<file path="src/core/ds1_port_pkg.sv">
// Notes on behaviour
// - Monitor mode keeps the line transmitter off and only observes the receive signal.
// - Bridged mode keeps the transmitter off and watches the line unterminated.
// - Terminate mode drives the transmitter and uses a chosen transmit timing source.
// - Recovered line timing clocks transmit from the receive clock; it is the default.
// - Internal timing derives a 1.544 MHz bit rate within 10 ppm.
// - Emulation mode detects CSU, NIU-4 and NIU-5 loop-ups and signals the type.
// - While an emulated loopback is active, received data is sent back out.
// - Reset gives monitor, recovered timing, ESF, B8ZS and bit error test off.
// - Transmit framing is ESF, SF, SLC or unframed.
// - Auto configuration follows detected framing and coding of the received signal.
// - Auto coding becomes B8ZS only from code words, never from dense patterns.
// - Loss of signal, out of frame, AIS and yellow alarms each show their active state and latch history once they end.
// - Clear resets every alarm history, event indicator and counter at once.
// - Line coding is B8ZS by default, or AMI.
// - B8ZS-detected is up while code words arrive and drops 1 ms after the last one.
// - Excessive jitter is up while jitter exceeds the 128-bit attenuator depth.
// - Robbed signalling bits A, B, C, D are kept for all 24 channels.
// - Transmit and receive bytes of one selected channel are readable.
// - Fractional mode bit error tests any chosen set of channels.
// - A command of the armed family is always preceded by the arming command.
package ds1_port_pkg;
    localparam int ADDR_W = 4;
    localparam int DATA_W = 32;
    localparam logic [3:0] REG_CTRL      = 4'h0;
    localparam logic [3:0] REG_STATUS    = 4'h1;
    localparam logic [3:0] REG_CLEAR     = 4'h2;
    localparam logic [3:0] REG_CHAN_SEL  = 4'h3;
    localparam logic [3:0] REG_CHAN_DATA = 4'h4;
    localparam logic [3:0] REG_SIG       = 4'h5;
    localparam logic [3:0] REG_FRAC_MASK = 4'h6;
    localparam logic [3:0] REG_HDSL_CMD  = 4'h7;
    localparam logic [3:0] REG_EVENTS    = 4'h8;
    localparam int CTRL_MODE_LSB  = 0;
    localparam int CTRL_TIMING    = 3;
    localparam int CTRL_FRAME_LSB = 4;
    localparam int CTRL_AUTO      = 6;
    localparam int CTRL_CODE      = 7;
    localparam int CTRL_BERT      = 8;
    localparam int HDSL_ARMED_FAM = 8;
    localparam logic [2:0] MODE_MONITOR = 3'h0;
    localparam logic [2:0] MODE_BRIDGED = 3'h1;
    localparam logic [2:0] MODE_TERM    = 3'h2;
    localparam logic [2:0] MODE_EMUL    = 3'h3;
    localparam logic [2:0] MODE_FRAC    = 3'h4;
    localparam logic [1:0] FRAME_ESF    = 2'h0;
    localparam logic [1:0] FRAME_SF     = 2'h1;
    localparam logic [1:0] FRAME_SLC    = 2'h2;
    localparam logic [1:0] FRAME_UNFR   = 2'h3;
    localparam logic [1:0] LOOP_CSU     = 2'h1;
    localparam logic [1:0] LOOP_NIU4    = 2'h2;
    localparam logic [1:0] LOOP_NIU5    = 2'h3;
    localparam logic [7:0] ARM_CODE     = 8'h01;
    localparam logic [23:0] FRAC_RESET  = 24'h000000;
    localparam int CHANNELS = 24;
    localparam int JITTER_LIMIT_BITS = 128;
    localparam int EVT_W = 16;
    localparam longint CLK_HZ = 10_000_000;
    localparam longint OSC_HZ = 1_544_000;
    localparam int CLK_PERIOD_NS = 100;
    localparam int NCO_W = 24;
    localparam logic [23:0] NCO_STEP = 24'((OSC_HZ * (64'd1 << NCO_W)) / CLK_HZ);
    localparam int B8ZS_HOLD_NS = 1_000_000;
    localparam int B8ZS_HOLD_CYC = B8ZS_HOLD_NS / CLK_PERIOD_NS;
    typedef enum logic [4:0] {
        M_MON  = 5'b00001,
        M_BRG  = 5'b00010,
        M_TERM = 5'b00100,
        M_EMU  = 5'b01000,
        M_FRAC = 5'b10000
    } mode_t;
    typedef enum logic [4:0] {
        H_IDLE     = 5'b00001,
        H_ARM      = 5'b00010,
        H_ARM_WAIT = 5'b00100,
        H_CMD      = 5'b01000,
        H_CMD_WAIT = 5'b10000
    } hdsl_t;
endpackage

</file>
<file path="src/core/ds1_port_ctrl.sv">
`timescale 1ns/10ps
module ds1_port_ctrl #(
    parameter int B8ZS_HOLD = ds1_port_pkg::B8ZS_HOLD_CYC
) (
    input  wire logic                              core_clk,
    input  wire logic                              rst,
    input  wire logic [ds1_port_pkg::ADDR_W-1:0]   reg_addr,
    input  wire logic [ds1_port_pkg::DATA_W-1:0]   reg_wdata,
    input  wire logic                              reg_wr,
    input  wire logic                              reg_rd,
    output logic      [ds1_port_pkg::DATA_W-1:0]   reg_rdata,
    input  wire logic                              rx_bit_en,
    input  wire logic                              rx_data,
    input  wire logic                              los,
    input  wire logic                              oof,
    input  wire logic                              ais,
    input  wire logic                              yel,
    input  wire logic                              frame_lock,
    input  wire logic [1:0]                        det_framing,
    input  wire logic                              bpv_pulse,
    input  wire logic                              crc_pulse,
    input  wire logic                              fbit_pulse,
    input  wire logic                              b8zs_word,
    input  wire logic                              zero_run,
    input  wire logic [7:0]                        jitter_depth,
    input  wire logic                              loop_up_csu,
    input  wire logic                              loop_up_niu4,
    input  wire logic                              loop_up_niu5,
    input  wire logic                              loop_down,
    input  wire logic                              tx_pattern,
    input  wire logic [4:0]                        tx_chan_idx,
    input  wire logic [7:0]                        tx_chan_byte,
    input  wire logic                              tx_chan_valid,
    input  wire logic [4:0]                        rx_chan_idx,
    input  wire logic [7:0]                        rx_chan_byte,
    input  wire logic                              rx_chan_valid,
    input  wire logic [3:0]                        rx_sig_abcd,
    input  wire logic                              rx_sig_valid,
    input  wire logic                              hdsl_done,
    output logic                                   tx_en,
    output logic                                   rx_hiz,
    output logic                                   tx_bit_en,
    output logic                                   tx_data,
    output logic                                   tx_timing_internal,
    output logic      [1:0]                        frame_sel,
    output logic                                   code_ami,
    output logic                                   bert_chan_en,
    output logic                                   loop_beep,
    output logic                                   hdsl_send,
    output logic      [7:0]                        hdsl_code
);
    import ds1_port_pkg::*;

    // Illegal mode codes leave the current mode in place.
    function automatic mode_t mode_decode(input logic [2:0] code, input mode_t cur);
        mode_t m;
        m = cur;
        unique case (code)
            MODE_MONITOR: m = M_MON;
            MODE_BRIDGED: m = M_BRG;
            MODE_TERM:    m = M_TERM;
            MODE_EMUL:    m = M_EMU;
            MODE_FRAC:    m = M_FRAC;
            default:      m = cur;
        endcase
        return m;
    endfunction

    function automatic logic [2:0] mode_code(input mode_t m);
        logic [2:0] c;
        c = MODE_MONITOR;
        unique case (m)
            M_MON:  c = MODE_MONITOR;
            M_BRG:  c = MODE_BRIDGED;
            M_TERM: c = MODE_TERM;
            M_EMU:  c = MODE_EMUL;
            M_FRAC: c = MODE_FRAC;
        endcase
        return c;
    endfunction

    function automatic logic chan_ok(input logic [4:0] idx);
        return idx < 5'(CHANNELS);
    endfunction

    mode_t             mode;
    hdsl_t             hst;
    logic              timing_internal;
    logic [1:0]        frame_cfg;
    logic              auto_cfg;
    logic              code_cfg_ami;
    logic              bert_en;
    logic [NCO_W-1:0]  nco_acc;
    logic              loop_active;
    logic [1:0]        loop_type;
    logic              auto_ami;
    logic [3:0]        prev_act;
    logic [3:0]        hist;
    logic [EVT_W-1:0]  evt_cnt;
    logic [15:0]       b8zs_cnt;
    logic              b8zs_seen;
    logic              jitter_alarm;
    logic              no_errors;
    logic [4:0]        chan_sel;
    logic [7:0]        tx_byte_sel;
    logic [7:0]        rx_byte_sel;
    logic [3:0]        sig_mem [CHANNELS];
    logic [23:0]       frac_mask;
    logic [7:0]        hdsl_cmd;
    logic              hdsl_fam;

    wire wr_ctrl  = reg_wr && reg_addr == REG_CTRL;
    wire clr      = reg_wr && reg_addr == REG_CLEAR && reg_wdata[0];
    wire wr_chan  = reg_wr && reg_addr == REG_CHAN_SEL;
    wire wr_frac  = reg_wr && reg_addr == REG_FRAC_MASK;
    wire wr_hdsl  = reg_wr && reg_addr == REG_HDSL_CMD;
    wire [NCO_W:0] nco_sum = {1'b0, nco_acc} + {1'b0, NCO_STEP};
    wire nco_tick = nco_sum[NCO_W];
    wire term_like = mode == M_TERM || mode == M_EMU || mode == M_FRAC;
    wire [3:0] act = {yel, ais, oof, los};
    wire [3:0] ended = prev_act & ~act;
    wire evt_any = bpv_pulse | crc_pulse | fbit_pulse;
    wire loop_up = loop_up_csu | loop_up_niu4 | loop_up_niu5;
    wire [1:0] next_loop_type = loop_up_niu5 ? LOOP_NIU5 :
                                loop_up_niu4 ? LOOP_NIU4 : LOOP_CSU;
    wire next_loop_active = mode == M_EMU && !loop_down && (loop_active || loop_up);
    wire [1:0] frame_eff = auto_cfg ? det_framing : frame_cfg;
    wire code_eff_ami = auto_cfg ? auto_ami : code_cfg_ami;
    wire bit_tick = timing_internal ? nco_tick : rx_bit_en;
    wire next_no_errors = frame_lock && act == 4'h0 && hist == 4'h0
                          && evt_cnt == '0 && !jitter_alarm;
    wire [31:0] status_word = {13'h0000, hst != H_IDLE, frame_eff, code_eff_ami,
                               frame_lock, loop_type, loop_active, no_errors,
                               jitter_alarm, b8zs_seen, hist, act};
    wire [31:0] ctrl_word = {23'h000000, bert_en, code_cfg_ami, auto_cfg, frame_cfg,
                             timing_internal, mode_code(mode)};
    wire [31:0] rd_word =
        reg_addr == REG_CTRL      ? ctrl_word :
        reg_addr == REG_STATUS    ? status_word :
        reg_addr == REG_CHAN_SEL  ? {27'h0000000, chan_sel} :
        reg_addr == REG_CHAN_DATA ? {16'h0000, tx_byte_sel, rx_byte_sel} :
        reg_addr == REG_SIG       ? {28'h0000000, chan_ok(chan_sel) ?
                                     sig_mem[chan_sel] : 4'h0} :
        reg_addr == REG_FRAC_MASK ? {8'h00, frac_mask} :
        reg_addr == REG_HDSL_CMD  ? {23'h000000, hdsl_fam, hdsl_cmd} :
        reg_addr == REG_EVENTS    ? {16'h0000, evt_cnt} : 32'h00000000;

    always_ff @(posedge core_clk) begin
        if (rst) begin
            mode            <= M_MON;
            timing_internal <= 1'b0;
            frame_cfg       <= FRAME_ESF;
            auto_cfg        <= 1'b0;
            code_cfg_ami    <= 1'b0;
            bert_en         <= 1'b0;
        end else if (wr_ctrl) begin
            mode            <= mode_decode(reg_wdata[CTRL_MODE_LSB +: 3], mode);
            timing_internal <= reg_wdata[CTRL_TIMING];
            frame_cfg       <= reg_wdata[CTRL_FRAME_LSB +: 2];
            auto_cfg        <= reg_wdata[CTRL_AUTO];
            code_cfg_ami    <= reg_wdata[CTRL_CODE];
            bert_en         <= reg_wdata[CTRL_BERT];
        end
    end

    // Phase accumulator overflows at 1.544 MHz on average, well inside 10 ppm.
    always_ff @(posedge core_clk) begin
        if (rst) begin
            nco_acc <= '0;
        end else begin
            nco_acc <= nco_sum[NCO_W-1:0];
        end
    end

    // A looped port always retimes from the line, whatever timing is chosen.
    always_ff @(posedge core_clk) begin
        if (rst) begin
            tx_en              <= 1'b0;
            rx_hiz             <= 1'b0;
            tx_bit_en          <= 1'b0;
            tx_data            <= 1'b0;
            tx_timing_internal <= 1'b0;
        end else begin
            tx_en              <= term_like;
            rx_hiz             <= mode == M_BRG;
            tx_bit_en          <= term_like && (loop_active ? rx_bit_en : bit_tick);
            tx_data            <= loop_active ? rx_data : tx_pattern;
            tx_timing_internal <= timing_internal && !loop_active;
        end
    end

    always_ff @(posedge core_clk) begin
        if (rst) begin
            loop_active <= 1'b0;
            loop_type   <= 2'h0;
            loop_beep   <= 1'b0;
        end else begin
            loop_active <= next_loop_active;
            loop_beep   <= mode == M_EMU && !loop_down && loop_up;
            if (mode == M_EMU && loop_up && !loop_down) begin
                loop_type <= next_loop_type;
            end else if (!next_loop_active) begin
                loop_type <= 2'h0;
            end
        end
    end

    // A code word wins over a plain zero run; dense data changes nothing.
    always_ff @(posedge core_clk) begin
        if (rst) begin
            auto_ami  <= 1'b0;
            frame_sel <= FRAME_ESF;
            code_ami  <= 1'b0;
        end else begin
            if (b8zs_word) begin
                auto_ami <= 1'b0;
            end else if (zero_run) begin
                auto_ami <= 1'b1;
            end
            frame_sel <= frame_eff;
            code_ami  <= code_eff_ami;
        end
    end

    always_ff @(posedge core_clk) begin
        if (rst) begin
            prev_act     <= 4'h0;
            hist         <= 4'h0;
            evt_cnt      <= '0;
            no_errors    <= 1'b0;
            jitter_alarm <= 1'b0;
        end else begin
            prev_act     <= act;
            hist         <= (hist & {4{~clr}}) | ended;
            if (clr) begin
                evt_cnt <= evt_any ? EVT_W'(1) : '0;
            end else if (evt_any && evt_cnt != '1) begin
                evt_cnt <= evt_cnt + EVT_W'(1);
            end
            no_errors    <= next_no_errors;
            jitter_alarm <= jitter_depth > 8'(JITTER_LIMIT_BITS);
        end
    end

    always_ff @(posedge core_clk) begin
        if (rst) begin
            b8zs_cnt  <= 16'h0000;
            b8zs_seen <= 1'b0;
        end else if (b8zs_word) begin
            b8zs_cnt  <= 16'(B8ZS_HOLD);
            b8zs_seen <= 1'b1;
        end else if (clr) begin
            b8zs_cnt  <= 16'h0000;
            b8zs_seen <= 1'b0;
        end else begin
            if (b8zs_cnt != 16'h0000) begin
                b8zs_cnt <= b8zs_cnt - 16'h0001;
            end
            b8zs_seen <= b8zs_cnt > 16'h0001;
        end
    end

    always_ff @(posedge core_clk) begin
        if (rst) begin
            chan_sel    <= 5'h00;
            tx_byte_sel <= 8'h00;
            rx_byte_sel <= 8'h00;
            frac_mask   <= FRAC_RESET;
        end else begin
            if (wr_chan) begin
                chan_sel <= reg_wdata[4:0];
            end
            if (wr_frac) begin
                frac_mask <= reg_wdata[23:0];
            end
            if (tx_chan_valid && tx_chan_idx == chan_sel) begin
                tx_byte_sel <= tx_chan_byte;
            end
            if (rx_chan_valid && rx_chan_idx == chan_sel) begin
                rx_byte_sel <= rx_chan_byte;
            end
        end
    end

    always_ff @(posedge core_clk) begin
        if (rx_sig_valid && chan_ok(rx_chan_idx)) begin
            sig_mem[rx_chan_idx] <= rx_sig_abcd;
        end
    end

    always_ff @(posedge core_clk) begin
        if (rst) begin
            bert_chan_en <= 1'b0;
        end else begin
            bert_chan_en <= bert_en && chan_ok(tx_chan_idx)
                            && (mode != M_FRAC || frac_mask[tx_chan_idx]);
        end
    end

    // Commands written while a command is in flight are dropped.
    always_ff @(posedge core_clk) begin
        if (rst) begin
            hst       <= H_IDLE;
            hdsl_cmd  <= 8'h00;
            hdsl_fam  <= 1'b0;
            hdsl_send <= 1'b0;
            hdsl_code <= 8'h00;
        end else begin
            hdsl_send <= 1'b0;
            unique case (hst)
                H_IDLE: if (wr_hdsl) begin
                    hdsl_cmd  <= reg_wdata[7:0];
                    hdsl_fam  <= reg_wdata[HDSL_ARMED_FAM];
                    hdsl_send <= 1'b1;
                    hdsl_code <= reg_wdata[HDSL_ARMED_FAM] ? ARM_CODE : reg_wdata[7:0];
                    hst       <= reg_wdata[HDSL_ARMED_FAM] ? H_ARM_WAIT : H_CMD_WAIT;
                end
                H_ARM: hst <= H_ARM_WAIT;
                H_ARM_WAIT: if (hdsl_done) begin
                    hst <= H_CMD;
                end
                H_CMD: begin
                    hdsl_send <= 1'b1;
                    hdsl_code <= hdsl_cmd;
                    hst       <= H_CMD_WAIT;
                end
                H_CMD_WAIT: if (hdsl_done) begin
                    hst <= H_IDLE;
                end
            endcase
        end
    end

    always_ff @(posedge core_clk) begin
        if (rst) begin
            reg_rdata <= 32'h00000000;
        end else begin
            reg_rdata <= reg_rd ? rd_word : 32'h00000000;
        end
    end
endmodule

</file>
<file path="config.mk">
export PLATFORM = sky130hd
export DESIGN_NAME = ds1_port_ctrl
export DESIGN_NICKNAME = d
export VERILOG_FILES = /design/src/core/ds1_port_pkg.sv /design/src/core/ds1_port_ctrl.sv
export SDC_FILE = /design/constraint.sdc
export NUM_CORES = 1
export LEC_CHECK = 0
export ABC_AREA = 1
export BUFFER_PORTS_ARGS = -buffer_cell sky130_fd_sc_hd__buf_2
export CAP_MARGIN = 20
export CORE_MARGIN = 10
export CORE_UTILIZATION = 60
export DETAILED_ROUTE_END_ITERATION = 16
export PLACE_DENSITY = 0.82
export REMOVE_ABC_BUFFERS = 1
export SLEW_MARGIN = 20
export SYNTH_ARGS = -nofsm -noshare
export SYNTH_HDL_FRONTEND = slang
export SYNTH_SLANG_ARGS = --single-unit
</file>
<file path="constraint.sdc">
create_clock -name core_clk -period 3.7 [get_ports core_clk]
set_input_delay 0.37 -clock core_clk [delete_from_list [all_inputs] [get_ports core_clk]]
set_output_delay 0.37 -clock core_clk [all_outputs]
set_load 0.05 [all_outputs]
</file>
; After elaboration in Yosys (flattened, before gate mapping)
; Memory sizes are Yosys's and may differ from the RTL's. A register that Yosys moved wholly into a read port is not among the register bits.
; Cells that the tools add are included.
[op_classes]
addsub = 3
order_cmp = 6
eq_ne = 31
muxes = 44
bitwise_logic = 10
n_reduce_logical = 50
[ops]
columns = cell, n
row1 = two-way mux 19 bit, 4
row2 = two-way mux 16 bit, 4
row3 = case mux 5 bit (5 select lines), 2
row4 = two-way mux 14 bit, 3
row5 = two-way mux 5 bit, 6
row6 = "adder 24 x 22 -> 25 bit, second input constant", 1
row7 = two-way mux 24 bit, 1
row8 = logical AND 1 bit, 23
row9 = "adder 16 x 1 -> 16 bit, second input constant", 1
row10 = "== test 4 x 3 -> 1 bit, second input constant", 4
row11 = "greater-than comparator 16 x 1 -> 1 bit, second input constant", 1
row12 = logical NOT 16 bit, 1
row13 = two-way mux 8 bit, 2
row14 = "!= test 16 bit, second input constant", 1
row15 = case mux 8 bit (2 select lines), 1
row16 = nonzero test 16 bit, 1
row17 = "subtractor 16 x 1 -> 16 bit, second input constant", 1
row18 = "less-than comparator 5 bit, second input constant", 3
row19 = case mux 3 bit (5 select lines), 1
row20 = logical NOT 4 bit, 3
row21 = two-way mux 1 bit, 11
row22 = "== test 5 x 1 -> 1 bit, second input constant", 2
row23 = "== test 5 x 2 -> 1 bit, second input constant", 2
row24 = "== test 5 x 3 -> 1 bit, second input constant", 2
row25 = 37 further kinds, 63
[word_totals]
reg_bits = 192
ramBits = 96
inputBits = 101
output_inout_bits = 51
elab_cells = 185
memories = 1
[memory_table]
columns = name, words, width, rd, rd_clocked_by_memory_dff, wr, line_no
row1 = sig_mem, 24, 4, 1, 1, 1, ds1_port_ctrl.sv:107  ; logic [3:0] sig_mem [CHANNELS];

; Longest topological paths before layout
[depth]
ltp_word = 9
depth_mapped = 12
depth_no_buf = 12

; Least setup slack after synthesis
; Ideal clock, no wire load.
[synth_timing]
path_kind = reg-to-reg
startpoint = register b8zs_cnt[0]
endpoint = register b8zs_cnt[14]
setup_time_ns = 0.117
arrival_ns = 1.495
t_required_ns = 3.583
slack_ns = 2.088
stages_incl_launch_ff = 11
n_path_buf = 0
period_less_slack_ns = 1.612
path_cell_list = dfxtp_1 -> inv_1 -> ha_1 -> inv_1 -> nor2_1 -> nand3_1 -> nor2_4 -> inv_1 -> nand3_1 -> xor2_1 -> nor2_1
[synth_between]
elab_chain_len = 1
elab_cells_between_ends = 2
classes_between = add/sub (1) / reduce/logical (1)
[synth_rtl]
columns = item, line_no
row1 = "start, declared", ds1_port_ctrl.sv:100  ; logic [15:0] b8zs_cnt;
row2 = "start signal, assigned", ds1_port_ctrl.sv:250  ; b8zs_cnt <= 16'(B8ZS_HOLD);
row3 = "start signal, assigned", ds1_port_ctrl.sv:257  ; b8zs_cnt <= b8zs_cnt - 16'h0001;
row4 = subtractor 16 x 1 -> 16 bit / nonzero test 16 bit (equally long branches), "ds1_port_ctrl.sv:257, ds1_port_ctrl.sv:256"
; Several ways; a longest one is shown, not always the timed one.
; A chain may end at the register's enable or synchronous reset.

==> metrics.txt <==
Warnings, synthesis 0; kind of capture point of the worst setup path flop; number of antenna violations at the first check in global routing 3; synthesized-area fraction occupied by xor and xnor cells 0.635%; clk_skew 19.6 ps; via count of the first global-routing pass 10600; post-synthesis async set-or-reset flop share 0%; area share of the leading cell type in the synthesized netlist 30.2%; complex-gate fraction of the synthesized area 14.8%; leading area contributor after synthesis dfxtp_1; Placeable Area 20300 µm²; DRC Markers 0; Setup Viol. Count Final 0; Top-Level Pins 152; cell area after synthesis 12400 µm²; Min-Delay Path Class primary input to flop; Clk pin slew, worst setup/hold paths 60 ps; Post-synth top cells nand2_1, inv_1, dfxtp_1; effective utilization at floorplan 61.1%; number of distinct library cells after synthesis 51; ratio of routed vias to standard cells 5.69; Post-Synth Simple-Gate Area 21.5%; mux share of post-synthesis cell area 0.0807%; gate count after technology mapping 1518; clk buf depth 3; Area Growth Syn to Fin 14.7%; aggregate routed wire length 33600 µm; number of nets at the end of the flow 1745; commonest register cell after synthesis dfxtp_1; transition time of the tightest slew-check pin 796 ps; run status complete, no violations; buffers added on ports 135; pin count of the biggest net entering global routing 74; Hold Crit Depth 2; global route overflow 0; RSZ-0062 raised after global routing false; layout cells sized above 1 13.2%; First DRT Iteration DRCs 1083; clock tree root buffer cell clkbuf_16; Max Fclk 0.417 GHz; row count 52; Power Total 7010 µW; sequential cell area fraction in the yosys report 53.4%; TritonCTS Buffers 29; average routed wire per standard cell 17.3 µm; die height 164 µm; Die Footprint 26800 µm²; setup TNS 0 ps; max-slew violation total from the final report 0; postcts setup bufs 0; top fanout value on the critical path 31; HPWL after DPL 24000 µm; Resized Gates After CTS 0; Setup CP Type flop to flop; largest family of logic cells by synthesized area simple AND/OR/NAND/NOR gates; adder-cell area share of the yosys netlist 0.504%; detailed-router iteration count before antenna repair 6; Post-Synthesis Mean Instance Area 8.18 µm²; Period minus WS final 2400 ps; number of synthesized flops with an enable pin 96; routability congestion estimate 0.974; final setup slack of the worst path 1300 ps; Placement Setup Slack 1250 ps; insertion delay of the later-clocked pin in the worst-skew pair 550 ps; post-detailed-route count of antenna-violating nets 0; Num Clock Sinks 283; arrival time of the worst setup path 2860 ps; FF+latch count, synth 283; wire length of the first global-routing pass 52500 µm; hold-fix buffers at CTS 0; largest voltage drop on the vdd net 448 µV; TritonCTS clock tree built; required time of the critical path 4160 ps; die span in x 164 µm; top cells by area in the synthesized netlist dfxtp_1, edfxtp_1, nand2_1; Period Utilization, post-route 64.9%; depth of the most critical reg-to-reg path 11; max-slew headroom at the worst pin 46.9%; number of failing hold endpoints at the final stage 0; leakage power 0.00591 µW; total power divided by cell area 493 nW/µm²; maximum capacitance violations 0; Startpoint Class flop; GRT Util Overall 24.0%; vias post-DR 11000; dominant cell by count in the synthesized netlist nand2_1; Fill cells 1595; Clock H-tree levels 1
## critical path: stages, from the launching register on
cell and delay (ps):
dfxtp_1 760, buf_4 440, nand2_1 80, nand2_1 80
nand2_1 50, nand3_1 130, nand3_1 110, nand3_1 130
nand2_1 90, nand4_1 150, nand2_1 80, a21oi_1 190
## stage by stage
step | cell area, µm² | hold slack [ps] | util [%] | std cells
finish | 14200 | 34.6 | 70.1 | 1934
detailed placement | 13200 | 442 | 65.1 | 1878
global route | 14200 | 35.8 | 70.1 | 1934
global placement | 13200 | 434 | 65.1 | 1878
CTS | 14200 | 16.6 | 70.1 | 1932
floorplan | 12200 | 425 | - | 1466
## area by class of cell
type / count / area [µm²] / area share, %
Antenna cell: 2 / 5.00 / 0.0352
Clock buffer: 47 / 937 / 6.58
Sequential cell: 283 / 6630 / 46.6
Inverter: 225 / 846 / 5.94
Timing Repair Buffer: 142 / 728 / 5.12
Multi-Input combinational cell: 958 / 4680 / 32.9
Tap cell: 270 / 338 / 2.37
Clock inverter: 7 / 68.8 / 0.484
## flip-flops by register name, summed over array words and instances (netlist names), 5 cells and up, named ones only
name         count
mode             5
chan_sel         5
frac_mask       24
hdsl_cmd         8
tx_byte_sel      8
nco_acc         23
sig_mem         96
rx_byte_sel      8
evt_cnt         16
reg_rdata       24
hdsl_code        8
b8zs_cnt        16
## logic make-up (layout without fill, tap and decap cells)
logic type / after synthesis / after routing
AOI/OAI and AO/OA: 331 / 331
xor gates and xnor gates: 9 / 9
adders and majority gates: 5 / 5
buffers and inverters: 284 / 421
DFF: 283 / 283
muxes: 1 / 1
other: 1 / 10
and+or+nand+nor: 604 / 604
## power by group
part	switching, µW	internal [µW]
sequential	88.2	3310
clock	1200	1800
combinational	420	198
## path summary, 6_finish.rpt
kind	from	endpoint	slack [ps]
setup / recovery	flop	reg_rdata[2]$_SDFF_PP0_	1300
hold / removal	b8zs_word	auto_ami$_SDFFE_PP0P_	30
setup reg to reg	flop	reg_rdata[2]$_SDFF_PP0_	1300
hold reg to reg	rx_byte_sel[3]$_SDFFE_PP0P_	rx_byte_sel[3]$_SDFFE_PP0P_	450
## layout by cell type, fill, tap and decap left out, types with 3 or more instances in the layout
cell type  instances
a211oi_1           8
a21oi_1          142
a221oi_1           8
a31oi_1           17
a32o_1             4
and3_1             3
buf_2            135
buf_4              7
clkbuf_1           5
clkbuf_16         31
clkbuf_8          10
clkinv_2           4
conb_1             8
dfxtp_1          187
edfxtp_1          96
ha_1               5
inv_1            217
inv_2              6
nand2_1          281
nand3_1          127
nand4_1           16
nor2_1           121
nor2_2             6
nor3_1            24
nor4_1             7
nor4_4             3
o2111ai_1          3
o211ai_1           7
o21a_1             4
o21ai_0          103
o21ai_1            3
o22ai_1           26
or2_2              4
xor2_1             7
## routing by layer
metal	vias to the layer above	wire [µm]	global-route usage, %	share of wire (%)
met2	523	16500	42.6	49
met1	5065	12900	28.0	38
met5	-	11	0	0.033
li1	5314	-	-	-
met3	100	2930	5.21	8.7
met4	2	1210	8.77	3.6
Power figures use the tool's default switching activity.
